File: src/common/fpsc_pkg.sv
// fpsc_pkg: constants, carrier types and shared helpers for the front panel
// settings controller; assumes a 20 MHz pclk and an APB register port.
`default_nettype none
package fpsc_pkg;
  // timing
  localparam int CLK_NS = 50;
  localparam int MS_NS = 1000000;
  localparam int TICK_CYC = MS_NS / CLK_NS;
  localparam int IDLE_MIN = 5;
  localparam int IDLE_MS = IDLE_MIN * 60 * 1000;
  localparam int DEB_MS = 10;
  localparam int DERR_MS = 2000;
  localparam int SEC_MS = 1000;
  // register offsets
  localparam logic [7:0] REG_CFG = 8'h00;
  localparam logic [7:0] REG_STAT = 8'h04;
  localparam logic [7:0] REG_CLOCK = 8'h08;
  localparam logic [7:0] REG_EVT0 = 8'h10;
  localparam logic [7:0] REG_EVT3 = 8'h1c;
  // menu items
  localparam logic [3:0] IT_PROTO = 4'h0;
  localparam logic [3:0] IT_ADDR = 4'h1;
  localparam logic [3:0] IT_INFO = 4'h2;
  localparam logic [3:0] IT_FUNC = 4'h3;
  localparam logic [3:0] IT_UNOM = 4'h4;
  localparam logic [3:0] IT_RT0 = 4'h5;
  localparam logic [3:0] IT_RT3 = 4'h8;
  localparam logic [3:0] IT_CONF = 4'h9;
  // setting encodings and reset values
  localparam logic [1:0] FN_100 = 2'h1;
  localparam logic [1:0] FN_95 = 2'h2;
  localparam logic [1:0] FN_BOTH = 2'h3;
  localparam logic [2:0] BAUD_LAST = 3'h5;
  localparam logic [9:0] ADDR_MIN = 10'h001;
  localparam logic [9:0] ADDR_MAX = 10'h0ff;
  localparam logic [9:0] UNOM_MIN = 10'h064;
  localparam logic [9:0] UNOM_MAX = 10'h258;
  localparam logic [11:0] ADDR_RST = 12'h001;
  localparam logic [11:0] UNOM_RST = 12'h100;
  localparam logic [31:0] CLOCK_RST = 32'h0000_0000;

  typedef enum logic [2:0] {
    MD_STD, MD_BROWSE, MD_EDIT, MD_TARM, MD_TRDY, MD_CONF, MD_DERR
  } fpsc_mode_t;

  typedef struct packed {
    logic rst;
    logic sel;
    logic ent;
    logic dn;
    logic up;
  } fpsc_btn_t;

  typedef struct packed {
    logic modbus;
    logic [2:0] baud;
    logic [1:0] func;
    logic [11:0] addr;
    logic [11:0] unom;
  } fpsc_cfg_t;

  typedef struct packed {
    fpsc_mode_t mode;
    logic [1:0] fail;
    logic [3:0] trip;
    logic [3:0] item;
    logic blink;
    logic field;
    logic [1:0] digit;
    logic [15:0] val;
  } fpsc_disp_t;

  typedef struct packed {
    logic modbus;
    logic [2:0] baud;
    logic auto_baud;
    logic [7:0] station;
  } fpsc_ser_t;

  localparam fpsc_cfg_t CFG_RST = '{modbus: 1'b0, baud: BAUD_LAST, func: FN_BOTH,
                                   addr: ADDR_RST, unom: UNOM_RST};

  function automatic logic [9:0] fpsc_bcd2bin(input logic [11:0] v);
    return 10'(v[11:8]) * 10'd100 + 10'(v[7:4]) * 10'd10 + 10'(v[3:0]);
  endfunction : fpsc_bcd2bin

  function automatic logic [3:0] fpsc_digit(input logic [11:0] v, input logic [1:0] d);
    return v[d*4 +: 4];
  endfunction : fpsc_digit

  function automatic logic [11:0] fpsc_inc_digit(input logic [11:0] v, input logic [1:0] d);
    logic [11:0] r;
    logic [3:0] q;
    r = v;
    q = v[d*4 +: 4];
    q = (q >= 4'h9) ? 4'h0 : q + 4'h1;
    r[d*4 +: 4] = q;
    return r;
  endfunction : fpsc_inc_digit
endpackage : fpsc_pkg
`default_nettype wire

File: src/logic/fpsc_ctrl.sv
// fpsc_ctrl: front panel settings, display and output relay test controller.
// assumes buttons and trip/fault inputs synchronous to pclk, APB slave port.
//
// Functional notes
// - protection runs on active copy; edits staged
// - enter, up to yes, enter commits staged
// - five idle minutes discard staged copy
// - enter opens session; cursor on first field
// - select button moves between two fields
// - digit select; up adds one or steps
// - second enter closes session, blinking stops
// - out-of-range value: data error, restore old
// - reset clears leds, relays, edits, display
// - relay test: enter, change, enter inverts
// - inverted relay holds until escape/reset/repeat
// - idle or reset returns standard display
// - trip message and led held until reset
// - fault shows cause, suspends input or all
// - protocol ascii or modbus with baud select
// - station address 1..255, match own traffic
// - clock stamps events, clears to epoch
// - function selection 100, 95 or both
// - injection nominal voltage 100..600 volts
//
// The APB interface to the registers and the placing of the registers are this design's own decisions.
`timescale 1ns/1ns
`default_nettype none
module fpsc_ctrl
  import fpsc_pkg::*;
#(
  parameter int TICK_CYCLES = TICK_CYC,
  parameter int IDLE_TICKS = IDLE_MS,
  parameter logic [15:0] SERIAL_ID = 16'h1234  // arbitrary value
) (
  input wire logic pclk,
  input wire logic presetn,
  input wire logic psel,
  input wire logic penable,
  input wire logic pwrite,
  input wire logic [7:0] paddr,
  input wire logic [31:0] pwdata,
  output logic [31:0] prdata,
  output logic pready,
  output logic pslverr,
  input wire fpsc_btn_t btn,
  input wire logic [3:0] trip_evt,
  input wire logic fault_pilot,
  input wire logic fault_hw,
  input wire logic [7:0] rx_addr,
  input wire logic rx_valid,
  output logic addr_match,
  output fpsc_disp_t disp,
  output fpsc_ser_t ser,
  output logic [3:0] relay_out,
  output logic [3:0] led_out,
  output logic en_100,
  output logic en_95,
  output logic first_digital_input_en,
  output logic func_en,
  output logic [9:0] injection_nominal_voltage,
  output logic [31:0] clock_secs
);

  typedef struct packed {
    fpsc_cfg_t act;
    fpsc_cfg_t stg;
    fpsc_mode_t mode;
    logic [3:0] item;
    logic field;
    logic [1:0] digit;
    logic [11:0] save;
    logic conf_yes;
    logic [3:0] tinv;
    logic [3:0] tripped;
    logic [3:0] leds;
    logic [3:0] trip_code;
    logic [1:0] flt;
    logic [14:0] tick;
    logic [18:0] idle;
    logic [11:0] derr;
    logic [9:0] secd;
    logic [31:0] secs;
    logic [4:0][3:0] deb;
    logic [4:0] stab;
    logic [4:0] press;
    logic [3:0][31:0] evt;
    logic [15:0] dval;
    logic blink;
    logic [3:0] rly;
    logic match;
    logic [31:0] rdat;
    logic err;
  } fpsc_st_t;

  fpsc_st_t s_r;
  fpsc_st_t s_nxt;
  fpsc_btn_t p;
  logic tick;
  logic timeout;
  logic numeric;
  logic [11:0] cur;
  logic [9:0] cur_bin;
  logic out_of_range;
  logic [3:0] rt_hot;

  assign p = fpsc_btn_t'(s_r.press);
  assign tick = (s_r.tick == 15'(TICK_CYCLES - 1));
  // one pulse per idle period; any press restarts the count
  assign timeout = tick && (s_r.idle == 19'(IDLE_TICKS - 1)) && (s_r.press == 5'h00);
  assign numeric = (s_r.item == IT_ADDR) || (s_r.item == IT_UNOM);
  assign cur = (s_r.item == IT_ADDR) ? s_r.stg.addr : s_r.stg.unom;
  assign cur_bin = fpsc_bcd2bin(cur);
  assign out_of_range = (s_r.item == IT_ADDR) ?
      (cur_bin < ADDR_MIN || cur_bin > ADDR_MAX) : (cur_bin < UNOM_MIN || cur_bin > UNOM_MAX);
  assign rt_hot = 4'h1 << 2'(s_r.item - IT_RT0);

  always_comb begin
    s_nxt = s_r;
    s_nxt.press = 5'h00;
    s_nxt.tick = tick ? 15'h0000 : s_r.tick + 15'h0001;
    // debounce on the ms tick: a level must hold DEB_MS ticks to count
    for (int i = 0; i < 5; i++) begin
      if (tick) begin
        if (btn[i] == s_r.stab[i]) begin
          s_nxt.deb[i] = 4'h0;
        end else if (s_r.deb[i] == 4'(DEB_MS - 1)) begin
          s_nxt.deb[i] = 4'h0;
          s_nxt.stab[i] = btn[i];
          s_nxt.press[i] = btn[i];
        end else begin
          s_nxt.deb[i] = s_r.deb[i] + 4'h1;
        end
      end
    end
    if (s_r.press != 5'h00) begin
      s_nxt.idle = 19'h00000;
    end else if (tick) begin
      s_nxt.idle = timeout ? 19'h00000 : s_r.idle + 19'h00001;
    end
    // wall clock: no battery, so reset value is the epoch
    if (tick) begin
      if (s_r.secd == 10'(SEC_MS - 1)) begin
        s_nxt.secd = 10'h000;
        s_nxt.secs = s_r.secs + 32'h0000_0001;
      end else begin
        s_nxt.secd = s_r.secd + 10'h001;
      end
    end
    s_nxt.flt = {fault_hw, fault_pilot};
    s_nxt.match = rx_valid && (rx_addr == 8'(fpsc_bcd2bin(s_r.act.addr)));

    // operator state machine
    if (p.rst) begin
      s_nxt.tripped = 4'h0;
      s_nxt.leds = 4'h0;
      s_nxt.trip_code = 4'h0;
      s_nxt.tinv = 4'h0;
      s_nxt.stg = s_r.act;
      s_nxt.mode = MD_STD;
    end else if (timeout) begin
      s_nxt.stg = s_r.act;
      s_nxt.mode = MD_STD;
    end else begin
      case (s_r.mode)
        MD_STD: begin
          if (p.up || p.dn) begin
            s_nxt.mode = MD_BROWSE;
            s_nxt.item = IT_PROTO;
          end
        end
        MD_BROWSE: begin
          // leaving a test item by arrow is the escape that drops the inversion
          if (p.up || p.dn) begin
            s_nxt.tinv = 4'h0;
            if (p.up) begin
              s_nxt.item = (s_r.item == IT_CONF) ? IT_PROTO : s_r.item + 4'h1;
            end else begin
              s_nxt.item = (s_r.item == IT_PROTO) ? IT_CONF : s_r.item - 4'h1;
            end
          end else if (p.ent) begin
            s_nxt.field = 1'b0;
            s_nxt.digit = 2'h0;
            s_nxt.save = cur;
            s_nxt.conf_yes = 1'b0;
            if (s_r.item >= IT_RT0 && s_r.item <= IT_RT3) begin
              s_nxt.mode = MD_TARM;
            end else if (s_r.item == IT_CONF) begin
              s_nxt.mode = MD_CONF;
            end else begin
              s_nxt.mode = MD_EDIT;
            end
          end
        end
        MD_EDIT: begin
          if (p.ent) begin
            if (numeric && out_of_range) begin
              s_nxt.mode = MD_DERR;
              s_nxt.derr = 12'h000;
              if (s_r.item == IT_ADDR) begin
                s_nxt.stg.addr = s_r.save;
              end else begin
                s_nxt.stg.unom = s_r.save;
              end
            end else begin
              s_nxt.mode = MD_BROWSE;
            end
          end else if (p.sel) begin
            if (numeric) begin
              s_nxt.digit = (s_r.digit == 2'h2) ? 2'h0 : s_r.digit + 2'h1;
            end else if (s_r.item == IT_PROTO && s_r.stg.modbus) begin
              s_nxt.field = ~s_r.field;
            end
          end else if (p.up) begin
            case (s_r.item)
              IT_ADDR: s_nxt.stg.addr = fpsc_inc_digit(s_r.stg.addr, s_r.digit);
              IT_UNOM: s_nxt.stg.unom = fpsc_inc_digit(s_r.stg.unom, s_r.digit);
              IT_FUNC: s_nxt.stg.func = (s_r.stg.func == FN_BOTH) ? FN_100 :
                                        s_r.stg.func + 2'h1;
              IT_PROTO: begin
                if (s_r.field) begin
                  s_nxt.stg.baud = (s_r.stg.baud == BAUD_LAST) ? 3'h0 :
                                   s_r.stg.baud + 3'h1;
                end else begin
                  s_nxt.stg.modbus = ~s_r.stg.modbus;
                  s_nxt.field = 1'b0;
                end
              end
              default: s_nxt.item = s_r.item;
            endcase
          end
        end
        MD_TARM: begin
          if (p.sel) begin
            s_nxt.mode = MD_TRDY;
          end else if (p.ent || p.up || p.dn) begin
            s_nxt.mode = MD_BROWSE;
          end
        end
        MD_TRDY: begin
          if (p.ent) begin
            // only one relay may be under test at a time
            s_nxt.tinv = (s_r.tinv & rt_hot) ^ rt_hot;
            s_nxt.mode = MD_BROWSE;
          end else if (p.up || p.dn) begin
            s_nxt.mode = MD_BROWSE;
          end
        end
        MD_CONF: begin
          if (p.up) begin
            s_nxt.conf_yes = 1'b1;
          end else if (p.dn) begin
            s_nxt.conf_yes = 1'b0;
          end else if (p.ent) begin
            if (s_r.conf_yes) begin
              s_nxt.act = s_r.stg;
            end
            s_nxt.mode = MD_BROWSE;
          end
        end
        MD_DERR: begin
          if (tick) begin
            s_nxt.derr = s_r.derr + 12'h001;
            if (s_r.derr == 12'(DERR_MS - 1)) begin
              s_nxt.mode = MD_BROWSE;
            end
          end
        end
        default: s_nxt.mode = MD_STD;
      endcase
    end

    // trip comes after the reset clear so a same-cycle trip is kept
    if (trip_evt != 4'h0) begin
      s_nxt.tripped = s_nxt.tripped | trip_evt;
      s_nxt.leds = s_nxt.leds | trip_evt;
      s_nxt.trip_code = trip_evt;
      s_nxt.evt[3:1] = s_r.evt[2:0];
      s_nxt.evt[0] = {trip_evt, s_r.secs[27:0]};
    end

    // APB: answer is prepared in the setup cycle, zero wait states
    if (psel && !penable) begin
      s_nxt.err = pwrite ? (paddr != REG_CLOCK) :
                  !(paddr == REG_CFG || paddr == REG_STAT || paddr == REG_CLOCK ||
                    (paddr >= REG_EVT0 && paddr <= REG_EVT3 && paddr[1:0] == 2'h0));
      case (paddr)
        REG_CFG: s_nxt.rdat = {6'h00, fpsc_bcd2bin(s_r.act.unom),
                               8'(fpsc_bcd2bin(s_r.act.addr)),
                               2'h0, s_r.act.func, s_r.act.baud, s_r.act.modbus};
        REG_STAT: s_nxt.rdat = {11'h000, s_r.field, s_r.digit, s_r.flt, s_r.rly, s_r.leds,
                                s_r.item, 1'b0, s_r.mode};
        REG_CLOCK: s_nxt.rdat = s_r.secs;
        default: s_nxt.rdat = s_nxt.err ? 32'h0000_0000 : s_r.evt[paddr[3:2]];
      endcase
    end
    if (psel && penable && pwrite && paddr == REG_CLOCK) begin
      s_nxt.secs = pwdata;
    end

    // display and relay outputs registered from the next state
    s_nxt.rly = s_nxt.tripped ^ s_nxt.tinv;
    s_nxt.blink = ((s_nxt.mode == MD_EDIT) && (s_nxt.item != IT_INFO)) ||
                  (s_nxt.mode == MD_TARM);
    case (s_nxt.item)
      IT_PROTO: s_nxt.dval = {11'h000, s_nxt.stg.modbus, 1'b0, s_nxt.stg.baud};
      IT_ADDR: s_nxt.dval = {4'h0, s_nxt.stg.addr};
      IT_INFO: s_nxt.dval = SERIAL_ID;
      IT_FUNC: s_nxt.dval = {14'h0000, s_nxt.stg.func};
      IT_UNOM: s_nxt.dval = {4'h0, s_nxt.stg.unom};
      IT_CONF: s_nxt.dval = {15'h0000, s_nxt.conf_yes};
      default: s_nxt.dval = {15'h0000, s_nxt.rly[2'(s_nxt.item - IT_RT0)]};
    endcase
    if (s_nxt.mode == MD_STD) begin
      s_nxt.dval = {14'h0000, s_nxt.act.func};
    end
  end

  always_ff @(posedge pclk or negedge presetn) begin
    if (!presetn) begin
      s_r <= '0;
      s_r.act <= CFG_RST;
      s_r.stg <= CFG_RST;
      s_r.mode <= MD_STD;
      s_r.secs <= CLOCK_RST;
      s_r.dval <= {14'h0000, FN_BOTH};
    end else begin
      s_r <= s_nxt;
    end
  end

  assign pready = 1'b1;
  assign prdata = s_r.rdat;
  assign pslverr = s_r.err;
  assign addr_match = s_r.match;
  assign relay_out = s_r.rly;
  assign led_out = s_r.leds;
  assign disp = '{mode: s_r.mode, fail: s_r.flt, trip: s_r.trip_code, item: s_r.item,
                  blink: s_r.blink, field: s_r.field, digit: s_r.digit, val: s_r.dval};
  assign ser = '{modbus: s_r.act.modbus, baud: s_r.act.baud, auto_baud: !s_r.act.modbus,
                 station: 8'(fpsc_bcd2bin(s_r.act.addr))};
  assign en_100 = s_r.act.func[0] && !s_r.flt[1];
  assign en_95 = s_r.act.func[1] && !s_r.flt[1];
  assign first_digital_input_en = !s_r.flt[0] && !s_r.flt[1];
  assign func_en = !s_r.flt[1];
  assign injection_nominal_voltage = fpsc_bcd2bin(s_r.act.unom);
  assign clock_secs = s_r.secs;
endmodule : fpsc_ctrl
`default_nettype wire

File: config.mk
export PLATFORM = sky130hd
export DESIGN_NAME = fpsc_ctrl
export DESIGN_NICKNAME = d
export VERILOG_FILES = /design/src/common/fpsc_pkg.sv /design/src/logic/fpsc_ctrl.sv
export SDC_FILE = /design/constraint.sdc
export NUM_CORES = 1
export LEC_CHECK = 0
export ABC_CLOCK_PERIOD_IN_PS = 8500
export BUFFER_PORTS_ARGS = -buffer_cell sky130_fd_sc_hd__buf_2
export CAP_MARGIN = 40
export CORE_MARGIN = 4
export CORE_UTILIZATION = 61
export DETAILED_ROUTE_END_ITERATION = 10
export PLACE_DENSITY_LB_ADDON = 0.25
export SLEW_MARGIN = 10
export SYNTH_ARGS = -nofsm -noshare
export SYNTH_HDL_FRONTEND = slang
export SYNTH_SLANG_ARGS = --single-unit
File: constraint.sdc
create_clock -name pclk -period 8.5 [get_ports pclk]
set_input_delay 1.7 -clock pclk [delete_from_list [all_inputs] [get_ports pclk]]
set_output_delay 1.7 -clock pclk [all_outputs]
set_load 0.01 [all_outputs]
Word-level counts from Yosys, hierarchy flattened
Cells that the tools add are included.
{"block": "op_classes", "mux": 124, "eq_ne": 51, "reduce_logical": 57, "add_sub_neg": 26, "multipliers": 6, "n_bitwise": 17, "n_shift": 6, "n_lt_le_gt_ge": 12}
{"op": "$mux W26", "n": 7}
{"op": "$mux W32", "n": 5}
{"op": "$mux W12", "n": 11}
{"op": "$pmux W32 S3", "n": 1}
{"op": "$mux W30", "n": 3}
{"op": "$mux W4", "n": 20}
{"op": "$pmux W13 S6", "n": 1}
{"op": "$mux W24", "n": 3}
{"op": "$shiftx A4 B34 Y12", "n": 2}
{"op": "$mux W33", "n": 2}
{"op": "$bmux W32 S2", "n": 1}
{"op": "$mux W19", "n": 3}
{"op": "$mux W3", "n": 18}
{"op": "$mux W16", "n": 3}
{"op": "$neg A4 Y34", "n": 1}
{"op": "$shift A4 B34 Y12 const A", "n": 1}
{"op": "$add A32 B1 Y32 const B", "n": 1}
{"op": "$add A4 B1 Y4 const B", "n": 8}
{"op": "$eq A4 B4 Y1 const B", "n": 7}
{"op": "$mux W1", "n": 27}
{"op": "$bwmux W12", "n": 2}
{"op": "$pmux W12 S2", "n": 1}
{"op": "$shiftx A12 B5 Y4", "n": 2}
{"op": "$mul A4 B3 Y7 const B", "n": 3}
{"op": "78 further kinds", "n": 166}
{"block": "word_totals", "in_bits": 65, "ff_bits": 402, "output_inout_bits": 135, "elab_cells": 346}

Longest topological paths before layout
Gate-level depths: netlist of the first run.
{"block": "depth", "word_depth": 17, "ltp_mapped": 24, "ltp_nobuf": 22}

Worst setup path before layout of the first run
No wires, ideal clock.
{"block": "synth_timing", "path_kind": "flip-flop to flip-flop", "from": "reg s_r (netlist bit disp[21])", "to": "reg s_r (netlist bit disp[9])", "t_required_ns": 8.374, "arrival_ns": 5.888, "period_less_slack_ns": 6.014, "n_path_buf": 3, "path_slack_ns": 2.486, "path_stages_with_launch": 25, "setup_ns": 0.126, "cell_sequence": "dfrtp_1 inv_1 ha_1 nor3b_1 clkbuf_1 buf_1 mux2i_1 inv_1 ha_1 ha_1 inv_1 fa_1 inv_1 ha_1 ha_1 nor2b_1 a221oi_1 nand3b_1 nor2_1 a21oi_1 nor3_1 buf_2 mux2i_1 o211ai_1 a221o_1"}
{"item": "start: declaration", "line": "fpsc_ctrl.sv:95", "source": "fpsc_st_t s_r;"}
{"item": "start signal: assignment", "line": "fpsc_ctrl.sv:327", "source": "s_r <= s_nxt;"}

Final worst setup path of the first run
{"block": "layout_timing", "from": "reg s_r (netlist bit disp[21])", "to": "reg s_r[263] in the netlist's numbering"}
{"block": "layout_between", "elab_chain_cells": 11, "elab_cells_between_ends": 18, "classes_between": "add/sub (2); mul (2); order compare (4); eq/ne (3); mux (2); reduce/logical (5)"}
{"item": "$eq A4 B1 Y1 *", "line": "fpsc_ctrl.sv:111", "source": "assign cur = (s_r.item == IT_ADDR) ? s_r.stg.addr : s_r.stg.unom;"}
{"item": "$mux W12 *", "line": "fpsc_ctrl.sv:111"}
{"item": "net cur[7]", "line": "fpsc_ctrl.sv:101", "source": "logic [11:0] cur;"}
{"item": "$mul A4 B3 Y7 *", "line": "fpsc_pkg.sv:84", "source": "return 10'(v[11:8]) * 10'd100 + 10'(v[7:4]) * 10'd10 + 10'(v[3:0]);"}
{"item": "$add A10 B8 Y10 *", "line": "fpsc_pkg.sv:84"}
{"item": "$add A10 B4 Y10 *", "line": "fpsc_pkg.sv:84"}
{"item": "$lt A10 B7 Y1 (tied with other cells)", "line": "fpsc_ctrl.sv:114", "source": "(cur_bin < ADDR_MIN || cur_bin > ADDR_MAX) : (cur_bin < UNOM_MIN || cur_bin > UNOM_MAX);"}
{"item": "$logic_or A1 B1 Y1", "line": "fpsc_ctrl.sv:114"}
{"item": "$mux W1 *", "line": "fpsc_ctrl.sv:113", "source": "assign out_of_range = (s_r.item == IT_ADDR) ?"}
{"item": "$logic_and A1 B1 Y1 *", "line": "fpsc_ctrl.sv:196", "source": "if (numeric && out_of_range) begin"}
{"item": "$ne A2 B2 Y1 (no source line) *"}
{"item": "$reduce_and A6 Y1 (no source line) *"}
The timed path passes the listed nets; every way through them passes the cells marked *.
A chain may end at the register's enable or synchronous reset.

==> flow_summary.toml, run 1 <==
[sta]
finalHoldViolCount = 0
tightest_slew_ns = 0.960
rsz0062_at_grt = "false"
setup_viol = 0
fmax_mhz = 164
slew_viol_final = 0
slew_headroom_pct = 36.0
timing.setup.tns_ns = 0
skew_ns = 0.0256
period_needed_ns = 6.08
post-route-period-util_pct = 71.5

[job]
maxCapViolations = 0

[placement]
port_buffers = 195
gp_congestion = 0.985
dp_cells = 2702
hpwl_um = 42400

[route]
drc = 0
vias = 17500
drtIter0Drc = 1497
wl_per_cell_um = 21.7
dr.pass1.iters = 6
finalWirelength_um = 60200
antenna_left = 0
viasPerCell = 6.29

[pwr]
seq_power_share_pct = 48.7
clockPowerShare_pct = 46.4
p_total_mw = 4.00
irDropWorstVdd_mv = 0.154
power_density_nw_per_um2 = 161
p_int_mw = 3.06
p_sw_share_pct = 23.5
leakage_nw = 10.7
combPwrFrac_pct = 4.9
p_sw_uw = 940

[yosys]
ys_async_sr_fraction_pct = 100
ys_ff_latch = 399
ys_seq_area_share_pct = 43.9
synth.avg_cell_area_um2 = 10.3
synth_edf_count = 0
yosys_warnings = 0
synthCells = 2220
synthFlopType = "dfrtp_1"
mappedNetlistArea_um2 = 22800
ys_types = 81

[worst_setup_path]
critPathKind = "reg2reg"
end_kind = "flip-flop"
startpoint_type = "flip-flop"
worstPathArrival_ns = 6.56
crit_required_ns = 8.98
cp_max_fo = 22

[status]
outcome = "complete, no violations"

[floorplan]
die_w_um = 201
start_util_pct = 62.0
die-area_um2 = 40500
core_area_um2 = 36700
ioPinCount = 200
rows = 70
die_h_um = 201

[clock_network]
postCtsSetupBuffers = 0
cts_sinks = 399
clkTransAtPathRegs_ns = 0.06
hold_buffers = 0
clock_path_buffers = 3
ctsResizeCount = 0
numCtsBuffers = 43
insertion_delay_ns = 0.59
cts_root_buf = "clkbuf_16"
ctsHtreeMaxLevel = 2
cts_tree = "yes"

[grt]
grt_pass1_vias = 17500
grt_pass1_wl_um = 96600
antenna_found_initial = 1
grt_overflow = 0
track_usage_pct = 29.4
grt_max_degree = 158

[cells_and_area]
n_fill_cell = 2839
area_delta_synth_final_pct = 8.99
nets = 2455
diodes = 0
drive_above_1_share_pct = 22.5
fin_util_pct = 67.6
final_cells = 2780

[worst_hold_path]
hold_path_class = "reg2reg"
## worst paths after layout
| path | to | start | slack (ns) | cells after the start |
|---|---|---|---|---|
| min in group asynchronous | s_r[211]$_DFFE_PN0N_ | presetn | 1.22 | 1 |
| max reg2reg | s_r[263]$_DFFE_PN0P_ | disp[21]$_DFF_PN0_ | 2.42 | 23 |
| min reg2reg | prdata[13]$_DFFE_PN0P_ | prdata[13]$_DFFE_PN0P_ | 0.47 | 1 |
| max in group asynchronous | s_r[74]$_DFFE_PN0N_ | presetn | 5.85 | 2 |
| max | s_r[263]$_DFFE_PN0P_ | disp[21]$_DFF_PN0_ | 2.42 | 23 |
| min | prdata[13]$_DFFE_PN0P_ | prdata[13]$_DFFE_PN0P_ | 0.47 | 1 |
## sequential cells by signal (all words and copies together) (netlist names)
name / count
p: 5
s_r: 286
relay_out: 4
pslverr: 1
prdata: 32
ser: 4
addr_match: 1
clock_secs: 32
led_out: 4
disp: 30
## logic make-up (layout without fill, tap and decap cells)
kind of cell	Yosys count	in the layout	share of synthesized area, %
simple gates	608	608	12.5
compound gates	462	462	13.0
fa+ha+maj	111	111	6.53
flops	399	399	43.9
buf+inv	292	382	6.74
xor+xnor	118	118	4.54
other cells	2	4	0.0330
mux	228	228	12.7
## layout by cell type, fill, tap and decap left out, drive strengths merged, types with 7 or more instances in the layout
cell type / Yosys / routed
xnor2: 55 / 55
nand3: 50 / 50
fa: 13 / 13
a21o: 32 / 32
mux2: 155 / 155
a222oi: 10 / 10
or2: 11 / 11
nor4: 15 / 15
a22o: 10 / 10
dfstp: 14 / 14
a221o: 7 / 7
a21oi: 113 / 113
a22oi: 24 / 24
clkinv: 0 / 8
buf: 129 / 225
o31ai: 26 / 26
nor2: 177 / 177
inv: 79 / 80
or3: 12 / 12
nor2b: 17 / 17
nor3b: 9 / 9
dfrtp: 385 / 385
o21bai: 11 / 11
nor3: 24 / 24
xor2: 63 / 63
o21ai: 139 / 139
nand4: 22 / 22
and2: 11 / 11
nand2b: 13 / 13
mux4: 33 / 33
ha: 98 / 98
nand2: 197 / 197
o21a: 8 / 8
a31oi: 8 / 8
o211ai: 11 / 11
mux2i: 40 / 40
and3: 30 / 30
clkbuf: 84 / 68
## through the flow
| step | area, µm² | setup WS [ns] | hold WS, ns |
|---|---|---|---|
| floorplan | 22800 | 2.49 | 0.444 |
| global placement | 23400 | 2.73 | 0.456 |
| detailed placement | 23400 | 2.42 | 0.461 |
| CTS | 24800 | 2.47 | 0.474 |
| global route | 24800 | 1.97 | 0.494 |
| finish | 24800 | 2.42 | 0.471 |
## routing by layer
layer | up-vias | GRT usage, % | wire [µm]
met2 | 651 | 47.7 | 28700
met5 | - | 0 | 0
met4 | 0 | 8.33 | 1700
met3 | 114 | 6.00 | 4360
met1 | 8842 | 40.7 | 25500
li1 | 7876 | - | -
## synthesized netlist by cell type (all sizes together) (6+ instances only)
library cell | count | area share (%)
inv | 79 | 1.3
a222oi | 10 | 0.44
dfstp | 14 | 1.6
nand2 | 197 | 3.2
a21oi | 113 | 2.5
o21bai | 11 | 0.36
mux2 | 155 | 7.7
mux4 | 33 | 3.3
nor3b | 9 | 0.32
fa | 13 | 1.1
a221o | 7 | 0.31
or2 | 11 | 0.31
dfrtp | 385 | 42
nand3b | 6 | 0.20
nor2b | 17 | 0.47
o211ai | 11 | 0.36
buf | 129 | 4.1
nor3 | 24 | 0.53
a211oi | 6 | 0.20
and3 | 30 | 0.82
mux2i | 40 | 1.8
xnor2 | 55 | 2.1
a31oi | 8 | 0.25
or3 | 12 | 0.33
clkbuf | 84 | 1.4
and2 | 11 | 0.30
xor2 | 63 | 2.4
o21ai | 139 | 3.1
o21a | 8 | 0.26
nand3 | 50 | 1.1
a22o | 10 | 0.38
a22oi | 24 | 0.79
nor4 | 15 | 0.44
a21o | 32 | 1.1
nand2b | 13 | 0.36
ha | 98 | 5.4
o31ai | 26 | 0.86
nor2 | 177 | 2.9
nand4 | 22 | 0.60
## power groups by stage
stage / clock network [mW] / registers (mW) / logic (mW)
6_report: 1.86 / 1.95 / 0.195
5_1_grt: 1.96 / 1.95 / 0.218
4_1_cts: 1.88 / 1.95 / 0.198
3_5_place_dp: 0 / 1.98 / 0.196
3_3_place_gp: 0 / 1.98 / 0.189
2_1_floorplan: 0 / 1.97 / 0.114
## layout make-up
class / count / area, µm² / area share [%]
well taps: 468 / 586 / 2.36
repair buffers: 225 / 1260 / 5.09
inverters: 79 / 297 / 1.20
flip-flops and latches: 399 / 10000 / 40.3
multi-input cells: 1531 / 11300 / 45.5
clock buffers: 68 / 1270 / 5.12
clock inverters: 10 / 113 / 0.454
## worst max-delay path, stage by stage (launching register included)
cell	delay, ns
dfrtp_1	0.48
inv_1	0.18
ha_1	0.31
nor3b_2	0.20
buf_4	0.31
mux2i_1	0.35
inv_1	0.12
ha_1	0.31
ha_1	0.23
ha_1	0.19
a21oi_1	0.17
xnor2_1	0.16
ha_1	0.26
ha_1	0.35
nand2_1	0.07
o31ai_1	0.35
xor2_1	0.16
nor4_2	0.37
or3_1	0.26
o31a_1	0.16
o31ai_1	0.07
buf_4	0.20
or2_2	0.39
o41ai_1	0.33
No activity file was read; power rests on OpenSTA's default activity.
==> run 2: changes to the inputs <==
- ABC_AREA: default -> 1
- ABC_CLOCK_PERIOD_IN_PS: 8500 -> 5100
- CORE_UTILIZATION: 61 -> 55
- clock period: 8.5 -> 5.1 ns (I/O delays scaled with it)
==> flow_summary.toml, run 2 <==
[cells_and_area]
drive_above_1_share_pct = 12.8
final_cells = 3720
area_delta_synth_final_pct = 10.3
regArea_um2 = 10000
regMostFlops = "s_r"
fin_util_pct = 61.3
final_common_cell = "nand2_1"
nets = 3274
final_cell_mix = "nand2_1, inv_1, dfrtp_1"
n_fill_cell = 3912
largest_reg_flops = 286
multi_input_area_um2 = 11100

[grt]
grt_overflow = 0
track_usage_pct = 31.5
grt_pass1_vias = 20700
antenna_found_initial = 6
grt_max_degree = 214
grt_pass1_wl_um = 117000

[worst_setup_path]
startpoint_type = "flip-flop"
end_kind = "output pin"
cp_max_fo = 6
worstPathArrival_ns = 3.79
setup.worst_path.start = "s_r[379]$_DFFE_PN0P_"
r2r_start = "disp[21]$_DFF_PN0_"
crit_required_ns = 4.08
critPathKind = "reg2out"

[clock_network]
hold_buffers = 0
insertion_delay_ns = 0.59
numCtsBuffers = 45
cts_sinks = 399
cts_tree = "yes"
cts_root_buf = "clkbuf_16"
clkTransAtPathRegs_ns = 0.06
ctsHtreeMaxLevel = 2
clock_path_buffers = 3

[yosys]
ys_top_cells_by_area = "dfrtp_1, nand2_1, inv_1"
ys_ff_latch = 399
synth_top_area_share_pct = 40.3
synthFlopType = "dfrtp_1"
synth.avg_cell_area_um2 = 7.90
yosysMostFrequentCell = "nand2_1"
ys_types = 70
ys_async_sr_fraction_pct = 100
mappedNetlistArea_um2 = 23900
yosys_warnings = 0
synth_commonest_cells = "nand2_1, inv_1, dfrtp_1"
synth_edf_count = 0
yosysTopAreaCell = "dfrtp_1"
synthCells = 3023
ys_seq_area_share_pct = 41.9

[route]
drtIter0Drc = 2442
viasPerCell = 5.77
antenna_left = 0
wl_per_cell_um = 19.9
dr.pass1.iters = 6
vias = 21500
finalWirelength_um = 74100
drc = 0

[floorplan]
die_w_um = 216
start_util_pct = 55.6
core_area_um2 = 43000
die_h_um = 216
ioPinCount = 200
die-area_um2 = 46800
rows = 76

[sta]
fin_hold_ws_ns = 0.465
slew_viol_final = 0
period_needed_ns = 4.81
tightest_slew_ns = 0.820
post-route-period-util_pct = 94.2
fmax_mhz = 208
timing.setup.tns_ns = 0
finalHoldViolCount = 0
setup_viol = 0
slew_headroom_pct = 45.3
rsz0062_at_grt = "false"
skew_ns = 0.0147

[placement]
gp_congestion = 1.00
dp_cells = 3629
port_buffers = 195
hpwl_um = 54800

[pwr]
irDropWorstVdd_mv = 0.236
power_density_nw_per_um2 = 279
leakage_nw = 13.1

[worst_hold_path]
hold_path_class = "in2async"

[status]
outcome = "complete, no violations"

[job]
maxCapViolations = 0
==> run 2: path summary, 6_finish.rpt <==
kind / end / slack (ns) / cells past startpoint
worst min register to register: s_r[286]$_DFF_PN0_ / 0.48 / 1
max in group asynchronous: ser[12]$_DFFE_PN0P_ / 3.50 / 2
worst min-delay path: s_r[79]$_DFFE_PN0N_ / 0.46 / 1
worst max-delay path: injection_nominal_voltage[9] / 0.29 / 12
worst max register to register: disp[3]$_DFF_PN0_ / 0.43 / 27
min in group pclk: s_r[286]$_DFF_PN0_ / 0.48 / 1
==> run 2: report_power, final <==
group	internal (mW)	switching, mW	leakage [nW]
logic	0.189	0.379	7.70
registers	3.28	0.0957	4.66
clock network	2.05	1.36	0.759
total	5.52	1.84	13.1
==> run 2: logic make-up (layout without fill, tap and decap cells) <==
| group | Yosys count | count (layout) | share of synthesized area, % |
|---|---|---|---|
| compound gates | 627 | 627 | 15.5 |
| flops | 399 | 399 | 41.9 |
| fa+ha+maj | 111 | 111 | 6.22 |
| xor+xnor | 74 | 74 | 2.71 |
| buf+inv | 624 | 732 | 11.9 |
| simple gates | 1184 | 1184 | 21.6 |
| mux | 2 | 2 | 0.0838 |
| other cells | 2 | 6 | 0.0314 |
==> run 2: metrics by stage <==
stage	worst slack [ns]	instance area [µm²]	power [mW]
floorplan	0.0885	23900	3.76
global placement	0.113	24600	3.97
detailed placement	-0.0179	24700	3.99
CTS	0.0665	26200	7.40
global route	0.0128	26300	7.64
finish	0.295	26300	7.36
==> run 2: layout make-up <==
type	count	area share [%]
diodes	2	0.0190
clock buffers	69	5.04
clock inverters	13	0.822
inverters	408	5.83
multi-input cells	2002	42.2
flip-flops and latches	399	38.0
well taps	585	2.78
repair buffers	242	5.31
==> run 2: critical path: stages, from the launching register on <==
cell	delay, ns
dfrtp_1	0.48
ha_1	0.32
ha_1	0.23
fa_1	0.44
ha_1	0.29
ha_1	0.34
a21oi_1	0.20
o21bai_1	0.12
a21oi_1	0.14
nor2_1	0.05
nor2_1	0.11
xor2_1	0.28
buf_2	0.19
==> run 2: repair_timing <==
action | in CTS | in global routing
pin swaps | 0 | 3
endpoints found under the setup margin | 5 | 43
setup buffers | 0 | 7
gates resized for setup | 1 | 20
==> run 2: per-layer routing <==
metal,GRT usage (%),up-vias,wire [µm]
met5,0,-,46
met4,12.0,6,2880
met3,7.19,163,7130
met2,47.8,942,32700
met1,44.4,10300,31400
li1,-,10100,-
